==> config.mk <==
export PLATFORM = sky130hd
export DESIGN_NAME = flash_bus_mode_control
export DESIGN_NICKNAME = d
export VERILOG_FILES = /design/src/rtl/flash_host_pkg.sv /design/src/rtl/flash_pin_sync.sv /design/src/rtl/flash_bus_mode_control.sv
export SDC_FILE = /design/constraint.sdc
export NUM_CORES = 1
export LEC_CHECK = 0
export CAP_MARGIN = 20
export CELL_PAD_IN_SITES_DETAIL_PLACEMENT = 1
export CELL_PAD_IN_SITES_GLOBAL_PLACEMENT = 1
export CORE_UTILIZATION = 39
export CTS_BUF_LIST = sky130_fd_sc_hd__clkbuf_8
export DETAILED_ROUTE_END_ITERATION = 10
export DONT_BUFFER_PORTS = 1
export PLACE_DENSITY_LB_ADDON = 0.3
export SLEW_MARGIN = 20
export SYNTH_ARGS = -nofsm -noshare
export SYNTH_HDL_FRONTEND = slang
export SYNTH_SLANG_ARGS = --single-unit
==> constraint.sdc <==
create_clock -name sys_clk -period 3.48 [get_ports sys_clk]
set_clock_uncertainty 0.1 [all_clocks]
set_input_delay 0.348 -clock sys_clk [delete_from_list [all_inputs] [get_ports sys_clk]]
set_output_delay 0.348 -clock sys_clk [all_outputs]
set_load 0.005 [all_outputs]
==> src/rtl/flash_host_pkg.sv <==
// Package for the parallel flash host controller
`default_nettype none
package flash_host_pkg;
    localparam int ADDR_W = 19;
    localparam int DATA_W = 16;
    localparam int CLK_PERIOD_NS = 4;
    // Bus timing in ns, plain defaults; cycles round up
    localparam int T_SETUP_NS = 20;
    localparam int T_ACC_NS = 70;
    localparam int T_CE_NS = 70;
    localparam int T_WP_NS = 40;
    localparam int T_HOLD_NS = 20;
    localparam int T_RP_NS = 500;
    localparam int T_RH_NS = 50;
    localparam logic [7:0] SETUP_CYC =
        8'((T_SETUP_NS + CLK_PERIOD_NS - 1) / CLK_PERIOD_NS);
    localparam logic [7:0] ACC_CYC =
        8'((T_ACC_NS + CLK_PERIOD_NS - 1) / CLK_PERIOD_NS);
    localparam logic [7:0] CE_CYC =
        8'((T_CE_NS + CLK_PERIOD_NS - 1) / CLK_PERIOD_NS);
    localparam logic [7:0] WP_CYC =
        8'((T_WP_NS + CLK_PERIOD_NS - 1) / CLK_PERIOD_NS);
    localparam logic [7:0] HOLD_CYC =
        8'((T_HOLD_NS + CLK_PERIOD_NS - 1) / CLK_PERIOD_NS);
    localparam logic [7:0] RP_CYC =
        8'((T_RP_NS + CLK_PERIOD_NS - 1) / CLK_PERIOD_NS);
    localparam logic [7:0] RH_CYC =
        8'((T_RH_NS + CLK_PERIOD_NS - 1) / CLK_PERIOD_NS);
    localparam logic [DATA_W-1:0] DATA_RST = 16'h0000;
    localparam logic [ADDR_W-1:0] ADDR_RST = 19'h0_0000;
    localparam int BYTE_LSB_PIN = 15;

    typedef enum logic [1:0] {
        OP_READ,
        OP_WRITE,
        OP_RESET
    } op_t;

    // Request from user logic
    typedef struct packed {
        op_t               op;
        logic [ADDR_W-1:0] addr;
        logic              byte_lsb;
        logic [DATA_W-1:0] data;
    } req_t;

    // Pins driven toward the flash
    typedef struct packed {
        logic              ce_n;
        logic              oe_n;
        logic              we_n;
        logic              rst_n;
        logic              word_sel;
        logic [ADDR_W-1:0] addr;
        logic [DATA_W-1:0] dq_out;
        logic [DATA_W-1:0] dq_oe_n;
    } pins_t;
endpackage
`default_nettype wire

==> src/rtl/flash_pin_sync.sv <==
// Two-stage synchroniser for the data pins
`default_nettype none
module flash_pin_sync
    import flash_host_pkg::*;
(
    input  wire logic              sys_clk,
    input  wire logic              srst,
    input  wire logic              clk_en,
    input  wire logic [DATA_W-1:0] pin_in,
    output logic      [DATA_W-1:0] pin_sync
);
    logic [DATA_W-1:0] meta_r;
    logic [DATA_W-1:0] meta_nxt;
    logic [DATA_W-1:0] sync_r;
    logic [DATA_W-1:0] sync_nxt;

    always_comb begin
        meta_nxt = meta_r;
        sync_nxt = sync_r;
        if (srst) begin
            meta_nxt = DATA_RST;
            sync_nxt = DATA_RST;
        end else if (clk_en) begin
            meta_nxt = pin_in;
            sync_nxt = meta_r;
        end
    end

    always_ff @(posedge sys_clk) begin
        meta_r <= meta_nxt;
        sync_r <= sync_nxt;
    end

    assign pin_sync = sync_r;
endmodule
`default_nettype wire

==> src/rtl/flash_bus_mode_control.sv <==
// Host-side controller driving the parallel flash bus pins
`default_nettype none
module flash_bus_mode_control
    import flash_host_pkg::*;
(
    input  wire logic              sys_clk,
    input  wire logic              srst,
    input  wire logic              clk_en,
    input  wire logic              word_mode,
    input  wire logic              req_valid,
    input  wire req_t              req,
    output logic                   req_ready,
    output logic                   rsp_valid,
    output logic      [DATA_W-1:0] rsp_data,
    input  wire logic [DATA_W-1:0] dq_in,
    output pins_t                  pins
);
    typedef enum logic [2:0] {
        ST_IDLE,
        ST_SETUP,
        ST_READ,
        ST_WRITE,
        ST_HOLD,
        ST_RESET,
        ST_RECOVER
    } state_t;

    state_t            state_r;
    state_t            state_nxt;
    logic [7:0]        cnt_r;
    logic [7:0]        cnt_nxt;
    logic              wide_r;
    logic              wide_nxt;
    req_t              cur_r;
    req_t              cur_nxt;
    pins_t             pins_r;
    pins_t             pins_nxt;
    logic              ready_r;
    logic              ready_nxt;
    logic              rsp_valid_r;
    logic              rsp_valid_nxt;
    logic [DATA_W-1:0] rsp_data_r;
    logic [DATA_W-1:0] rsp_data_nxt;
    logic [DATA_W-1:0] dq_sync;
    logic [DATA_W-1:0] all_float;
    logic [DATA_W-1:0] byte_drive_n;

    flash_pin_sync u_sync (
        .sys_clk  (sys_clk),
        .srst     (srst),
        .clk_en   (clk_en),
        .pin_in   (dq_in),
        .pin_sync (dq_sync)
    );

    assign all_float = '1;
    // Low byte driven as data, pin 15 as address; pins 8..14 left floating
    assign byte_drive_n = 16'h7F00;

    always_comb begin
        state_nxt        = state_r;
        cnt_nxt          = cnt_r;
        wide_nxt         = wide_r;
        cur_nxt          = cur_r;
        pins_nxt         = pins_r;
        ready_nxt        = ready_r;
        rsp_valid_nxt    = rsp_valid_r;
        rsp_data_nxt     = rsp_data_r;
        if (srst) begin
            state_nxt             = ST_RESET;
            cnt_nxt               = RP_CYC;
            wide_nxt              = 1'b1;
            rsp_valid_nxt         = 1'b0;
            cur_nxt               = '0;
            pins_nxt              = '0;
            pins_nxt.ce_n         = 1'b1;
            pins_nxt.oe_n         = 1'b1;
            pins_nxt.we_n         = 1'b1;
            pins_nxt.rst_n        = 1'b0;
            pins_nxt.word_sel     = 1'b1;
            pins_nxt.addr         = ADDR_RST;
            pins_nxt.dq_out       = DATA_RST;
            pins_nxt.dq_oe_n      = all_float;
            ready_nxt             = 1'b0;
            rsp_data_nxt          = DATA_RST;
        end else if (clk_en) begin
            // Pulse ends only on an enabled edge, so a stall keeps it
            rsp_valid_nxt = 1'b0;
            unique case (state_r)
            ST_IDLE: begin
                // Parked deselected: standby, device floats its pins
                pins_nxt.ce_n    = 1'b1;
                pins_nxt.oe_n    = 1'b1;
                pins_nxt.we_n    = 1'b1;
                pins_nxt.dq_oe_n = all_float;
                if (req_valid) begin
                    ready_nxt = 1'b0;
                    cur_nxt   = req;
                    if (req.op == OP_RESET) begin
                        pins_nxt.rst_n = 1'b0;
                        cnt_nxt        = RP_CYC;
                        state_nxt      = ST_RESET;
                    end else begin
                        // Width pin changes on the same edge that selects the chip
                        wide_nxt          = word_mode;
                        pins_nxt.word_sel = word_mode;
                        pins_nxt.addr     = req.addr;
                        pins_nxt.ce_n     = 1'b0;
                        cnt_nxt           = SETUP_CYC;
                        state_nxt         = ST_SETUP;
                    end
                end
            end
            ST_SETUP: begin
                if (cnt_r > 8'h01) begin
                    cnt_nxt = cnt_r - 8'h01;
                end else if (cur_r.op == OP_WRITE) begin
                    // One bus cycle per request; bypass programs take two
                    pins_nxt.we_n   = 1'b0;
                    pins_nxt.dq_out = cur_r.data;
                    if (wide_r) begin
                        pins_nxt.dq_oe_n = '0;
                    end else begin
                        pins_nxt.dq_out[BYTE_LSB_PIN] = cur_r.byte_lsb;
                        pins_nxt.dq_oe_n = byte_drive_n;
                    end
                    cnt_nxt   = WP_CYC;
                    state_nxt = ST_WRITE;
                end else begin
                    pins_nxt.oe_n = 1'b0;
                    pins_nxt.we_n = 1'b1;
                    if (wide_r) begin
                        pins_nxt.dq_oe_n = all_float;
                    end else begin
                        pins_nxt.dq_out = '0;
                        pins_nxt.dq_out[BYTE_LSB_PIN] = cur_r.byte_lsb;
                        pins_nxt.dq_oe_n = ~16'h8000;
                    end
                    // Every access starts deselected, so chip-select
                    // time governs; two more cycles cover the synchroniser
                    cnt_nxt = CE_CYC + 8'h02;
                    state_nxt = ST_READ;
                end
            end
            ST_READ: begin
                if (cnt_r > 8'h01) begin
                    cnt_nxt = cnt_r - 8'h01;
                end else begin
                    // Byte mode: only the low byte is the device's
                    rsp_data_nxt  = wide_r ? dq_sync
                                           : {8'h00, dq_sync[7:0]};
                    rsp_valid_nxt = 1'b1;
                    pins_nxt.oe_n = 1'b1;
                    cnt_nxt       = HOLD_CYC;
                    state_nxt     = ST_HOLD;
                end
            end
            ST_WRITE: begin
                if (cnt_r > 8'h01) begin
                    cnt_nxt = cnt_r - 8'h01;
                end else begin
                    // Device latches data on this rising write strobe
                    pins_nxt.we_n = 1'b1;
                    cnt_nxt       = HOLD_CYC;
                    state_nxt     = ST_HOLD;
                end
            end
            ST_HOLD: begin
                if (cnt_r > 8'h01) begin
                    cnt_nxt = cnt_r - 8'h01;
                end else begin
                    // Deselect; embedded operations keep running
                    pins_nxt.ce_n    = 1'b1;
                    pins_nxt.dq_oe_n = all_float;
                    ready_nxt        = 1'b1;
                    state_nxt        = ST_IDLE;
                end
            end
            ST_RESET: begin
                if (cnt_r > 8'h01) begin
                    cnt_nxt = cnt_r - 8'h01;
                end else begin
                    pins_nxt.rst_n = 1'b1;
                    cnt_nxt        = RH_CYC;
                    state_nxt      = ST_RECOVER;
                end
            end
            ST_RECOVER: begin
                if (cnt_r > 8'h01) begin
                    cnt_nxt = cnt_r - 8'h01;
                end else begin
                    ready_nxt = 1'b1;
                    state_nxt = ST_IDLE;
                end
            end
            endcase
        end
    end

    always_ff @(posedge sys_clk) begin
        state_r        <= state_nxt;
        cnt_r          <= cnt_nxt;
        wide_r         <= wide_nxt;
        cur_r          <= cur_nxt;
        pins_r         <= pins_nxt;
        ready_r        <= ready_nxt;
        rsp_valid_r    <= rsp_valid_nxt;
        rsp_data_r     <= rsp_data_nxt;
    end

    assign pins      = pins_r;
    assign req_ready = ready_r;
    assign rsp_valid = rsp_valid_r;
    assign rsp_data  = rsp_data_r;
endmodule
`default_nettype wire

**Word level (Yosys, flattened, before mapping)**

Index checks and enable logic that the tools add are counted.

- Input port bits: 59
- Register bits: 136
- Word-level logic and storage cells: 105

- Reductions and logical operators: 21
- Bitwise logic cells: 2
- Equal/unequal tests: 20
- Mux-type cells: 42
- Order comparisons: 1
- Add/sub/neg operators: 1

Operators with widths:

| cell | count |
|---|---|
| 2-to-1 mux 16 bit | 5 |
| one-hot mux 16 bit (3 select lines) | 1 |
| 2-to-1 mux 8 bit | 5 |
| one-hot mux 8 bit (5 select lines) | 1 |
| 2-to-1 mux 32 bit | 1 |
| 2-to-1 mux 21 bit | 1 |
| 2-to-1 mux 20 bit | 1 |
| != test 2 bit (second input constant) | 10 |
| AND reduction 4 bit | 5 |
| 2-to-1 mux 3 bit | 6 |
| 2-to-1 mux 15 bit | 1 |
| one-hot mux 3 bit (5 select lines) | 1 |
| AND reduction 3 bit | 4 |
| 2-to-1 mux 1 bit | 11 |
| AND reduction 5 bit | 2 |
| equality test 3 bit (second input constant) | 3 |
| nonzero test 3 bit | 3 |
| greater-than comparator 8 x 1 -> 1 bit (second input constant) | 1 |
| subtractor 8 x 1 -> 8 bit (second input constant) | 1 |
| 2-to-1 mux 7 bit | 1 |
| equality test 3 x 2 -> 1 bit (second input constant) | 2 |
| one-hot mux 1 bit (2 select lines) | 3 |
| one-hot mux 1 bit (3 select lines) | 2 |
| AND reduction 6 bit | 1 |
| 10 further kinds | 15 |

**Depth between registers and ports, before layout**

- Depth after elaboration: 4
- Mapped depth: 9
- Mapped depth without buffers: 7

**Cells and area by module**

From an unflattened synthesis, not the netlist that was laid out.

- Cell total of the unflattened synthesis: 595
- Area, all modules: 5097.4 um^2

Modules (own cells, without submodules):

| module | area each (um^2) | cells an instance | sequential area each (um^2) | times used |
|---|---|---|---|---|
| flash_bus_mode_control | 3933.8 | 492 | 1821.7 | 1 |
| flash_pin_sync | 1163.6 | 103 | 640.6 | 1 |

**Least setup slack after synthesis**

OpenSTA, ideal clock, no wires.

- Kind: flip-flop to flip-flop
- Start: register cnt_r[0]
- End: register rsp_data_r[7] (netlist: rsp_data[7])
- Period minus slack after synthesis: 2167 ps
- Required time: 3309 ps
- Path slack: 1313 ps
- Cell stages (with the launch flop): 10
- Data arrival time: 1996 ps
- Cells stage by stage: dfxtp_1 > inv_1 > ha_1 > or2_1 > and3_1 > buf_2 > nand3_1 > clkbuf_1 > nand2_1 > a21oi_1

- Cells in the longest elaborated chain, start to end: 3

RTL lines:

| what | line | source |
|---|---|---|
| start, declared | flash_bus_mode_control.sv:30 | `logic [7:0] cnt_r;` |
| start signal, assigned | flash_bus_mode_control.sv:202 | `cnt_r <= cnt_nxt;` |
| greater-than comparator 8 x 1 -> 1 bit | flash_bus_mode_control.sv:146 | `if (cnt_r > 8'h01) begin` |
| inverter 1 bit (no line) | n/a |  |
| AND reduction 3 bit (no line) | n/a |  |
| end signal, assigned | flash_bus_mode_control.sv:208 | `rsp_data_r <= rsp_data_nxt;` |
| end, declared | flash_bus_mode_control.sv:42 | `logic [DATA_W-1:0] rsp_data_r;` |

No other way between the ends.
A chain may end at the register's enable or synchronous reset.

**Final worst setup path**

- Start: register cnt_r[0]
- End: register pins_r, in the netlist pins[23]

- Cells in the longest elaborated chain, start to end: 3

RTL lines:

| what | line | source |
|---|---|---|
| greater-than comparator 8 x 1 -> 1 bit | flash_bus_mode_control.sv:115 | `if (cnt_r > 8'h01) begin` |
| inverter 1 bit (no line) | n/a |  |
| AND reduction 4 bit (no line) | n/a |  |
| end signal, assigned | flash_bus_mode_control.sv:205 | `pins_r <= pins_nxt;` |
| end, declared | flash_bus_mode_control.sv:36 | `pins_t pins_r;` |

No other way between the ends.

==> flow_summary.ini <==
[status]
status = finished clean

[global_routing]
grt-ovfl-total = 0
track_usage_pct = 21.4
grt_max_degree = 117
grt_pass1_wl_um = 21600
grt_pass1_vias = 4273
antenna_found_initial = 0

[setup_path]
max_stage_delay_ns = 0.67
r2r-end = pins[23]
cp_cell_sequence = inv_1 > ha_1 > or2_1 > nand3_1 > or3_4 > or2_0 > a21oi_1
r2r_start = cnt_r[0]
slowest_stage = or3_4
crit_start = cnt_r[0]
crit_path_start_kind = register
cp.arrival_ns = 2.97
reg2reg_depth = 7
cp_max_fo = 33
crit_type = reg2reg
cp.required_ns = 3.75
end_kind = register
r2r_setup_slack_ns = 0.77

[yosys]
ys.flop_type = dfxtp_1
synthDistinctLibCells = 45
synth-edff-count = 0
async_flop_share_pct = 0
netlist_area_sq_um = 5030
ys_seq_area_share_pct = 48.9
yosys_warnings = 0
ys_top_cells_by_count = 142 x nand2_1, 123 x dfxtp_1, 80 x a21oi_1, 54 x nor2_1, 35 x mux2i_1
ys_ff_latch = 123
syn_nets = 670
syn_area_per_cell_sq_um = 8.26
synth_cells = 609
yosysMostFrequentCell = nand2_1
synth_top_cell_area_share_pct = 48.9
synth_top_cell_by_area = dfxtp_1
synth_area_leaders = dfxtp_1 49%, nand2_1 11%, a21oi_1 8.0%

[final_layout]
areaGrowthSynthToFinish_pct = 18.0
fin_nets = 695
antennaDiodeCount = 0
drive_gt1_share_pct = 5.12

[clocking]
cts_tree = built
post_cts_resized = 0
clkTransAtPathRegs_ns = 0.07
clock-sinks = 123
cts_htree_levels = 4
cts_root_buf = clkbuf_8
clock_path_buffers = 2
clock_latency_ns = 0.45
cts-buffers-inserted = 17

[floorplan]
fp.coreArea_sq_um = 12600
rows = 41
dieArea_sq_um = 13400
fp.dieH_um = 116
io_pins = 133
die_w_um = 116
start_util_pct = 39.9

[power]
p_total_mw = 2.71
switching_power_mw = 0.618
p_comb_share_pct = 5.8
switching_share_pct = 22.8
p_leak_nw = 2.13
ir_drop_mv = 0.289
internal_power_mw = 2.09
power_density_nw_per_um2 = 457
power_frac_clock_pct = 40.8
seqPwrFrac_pct = 53.4

[route]
route.detailed.drc = 0
wl_per_cell_um = 16.9
drt_iter0_markers = 242
dr_total_vias = 4260
routed_wl_um = 13800
dr.pass1.iters = 4
viasPerCell = 5.21
ant_nets = 0

[worst_hold_path]
min_path_cells = 2
hp-class = in2reg
hold_start = srst
min_to = pins[55]

[timing]
period_share_pct = 77.8
tightestPinTransition_ns = 0.725
setup_violations = 0
period_needed_ns = 2.71
grt_setup_unrepaired = no
fmax_mhz = 369
hold_violations = 0
max-slew-margin-rel_pct = 51.5
maxSlewViolCount = 0
fin_tns_setup_ns = 0

[placement]
io_buffers = 0
hpwlAfterDp_um = 8430
gp_congestion = 0.787

[run]
max-cap-violations = 0
-- placed cells by master (no fill, tap or decap), types with 4 or more instances in the layout --
master / netlist / layout
o21ai_1: 6 / 6
nand2b_1: 5 / 5
a211oi_1: 4 / 4
nor2_1: 54 / 54
o21ai_0: 7 / 7
or2_0: 15 / 15
and3_1: 4 / 4
inv_1: 6 / 12
a21oi_1: 80 / 80
mux2i_1: 35 / 35
dfxtp_1: 123 / 123
clkbuf_8: 0 / 23
dlygate4sd3_1: 0 / 57
nand3_1: 18 / 18
nand2_1: 142 / 142
nor2b_1: 8 / 8
nor3_1: 8 / 8
-- how the worst max path moves through the flow --
stage / endpoint
final: pins[23]
after global routing: pins[20]
after CTS: pins[27]
after detailed placement: pins[27]
after global placement: rsp_data[12]
after floorplan: rsp_data[7]
-- routing by layer --
layer	track usage, %	vias to the layer above	wire length [um]
li1	-	2083	-
met1	24.3	2054	5940
met2	35.7	96	6660
met3	8.32	27	967
met4	9.52	0	261
met5	0	-	0
-- power groups by stage --
stage / logic, mW / registers [mW] / clock network (mW)
finish: 0.157 / 1.45 / 1.11
global route: 0.170 / 1.45 / 1.20
CTS: 0.156 / 1.45 / 1.13
detailed placement: 0.0639 / 1.48 / 0
global placement: 0.0603 / 1.48 / 0
floorplan: 0.0835 / 1.47 / 0
-- final cells by class --
type                    instances  area (sq um)
multi-input cells             424          2250
inverters                       6          22.5
fillers                      1524          6680
clock buffers                  23           317
well taps                     172           215
repair buffers                 62           641
clock inverters                 7          27.5
flip-flops and latches        123          2460
-- worst max-delay path, delay by kind of cell, from the launching register on --
kind,cells,cell delay [ns]
buffers and inverters,1,0.11
adder cells (fa/ha/maj),1,0.29
AND/OR/NAND/NOR,4,1.56
AO/OA/AOI/OAI,1,0.19
flip-flops,1,0.38
-- cell families (layout without fill, tap and decap cells) --
group | Yosys count | in the layout | synth area share [%]
XOR/XNOR | 2 | 2 | 0.348
AO/OA/AOI/OAI | 121 | 121 | 14.1
buffers and inverters | 62 | 98 | 6.27
adder cells (fa/ha/maj) | 2 | 2 | 0.497
flip-flops | 123 | 123 | 48.9
AND/OR/NAND/NOR | 264 | 264 | 22.9
multiplexers | 35 | 35 | 6.96
-- flip-flops by register name, summed over array words and instances (netlist names) --
signal,flops
pins,43
cur_r,19
rsp_data,16
u_sync.meta_r,16
u_sync.pin_sync,16
cnt_r,8
state_r,3
req_ready,1
rsp_valid,1
-- through the flow --
stage / worst slack (ns) / util, % / instance area [sq um] / instances / hold slack [ns]
2_1_floorplan: 1.31 / - / 5030 / 609 / 0.331
3_3_place_gp: 0.930 / 39.4 / 4980 / 728 / 0.328
3_5_place_dp: 0.861 / 39.4 / 4980 / 728 / 0.328
4_1_cts: 0.837 / 47.1 / 5940 / 817 / 0.0297
5_1_grt: 0.592 / 47.1 / 5940 / 817 / 0.0315
6_report: 0.773 / 47.1 / 5940 / 817 / 0.0501
-- repair_timing --
action                    in CTS  in global routing
hold endpoints to repair     115                  0
setup buffers                  0                  0
hold buffers                  59                  0
No activity file was read; power rests on OpenSTA's default activity.
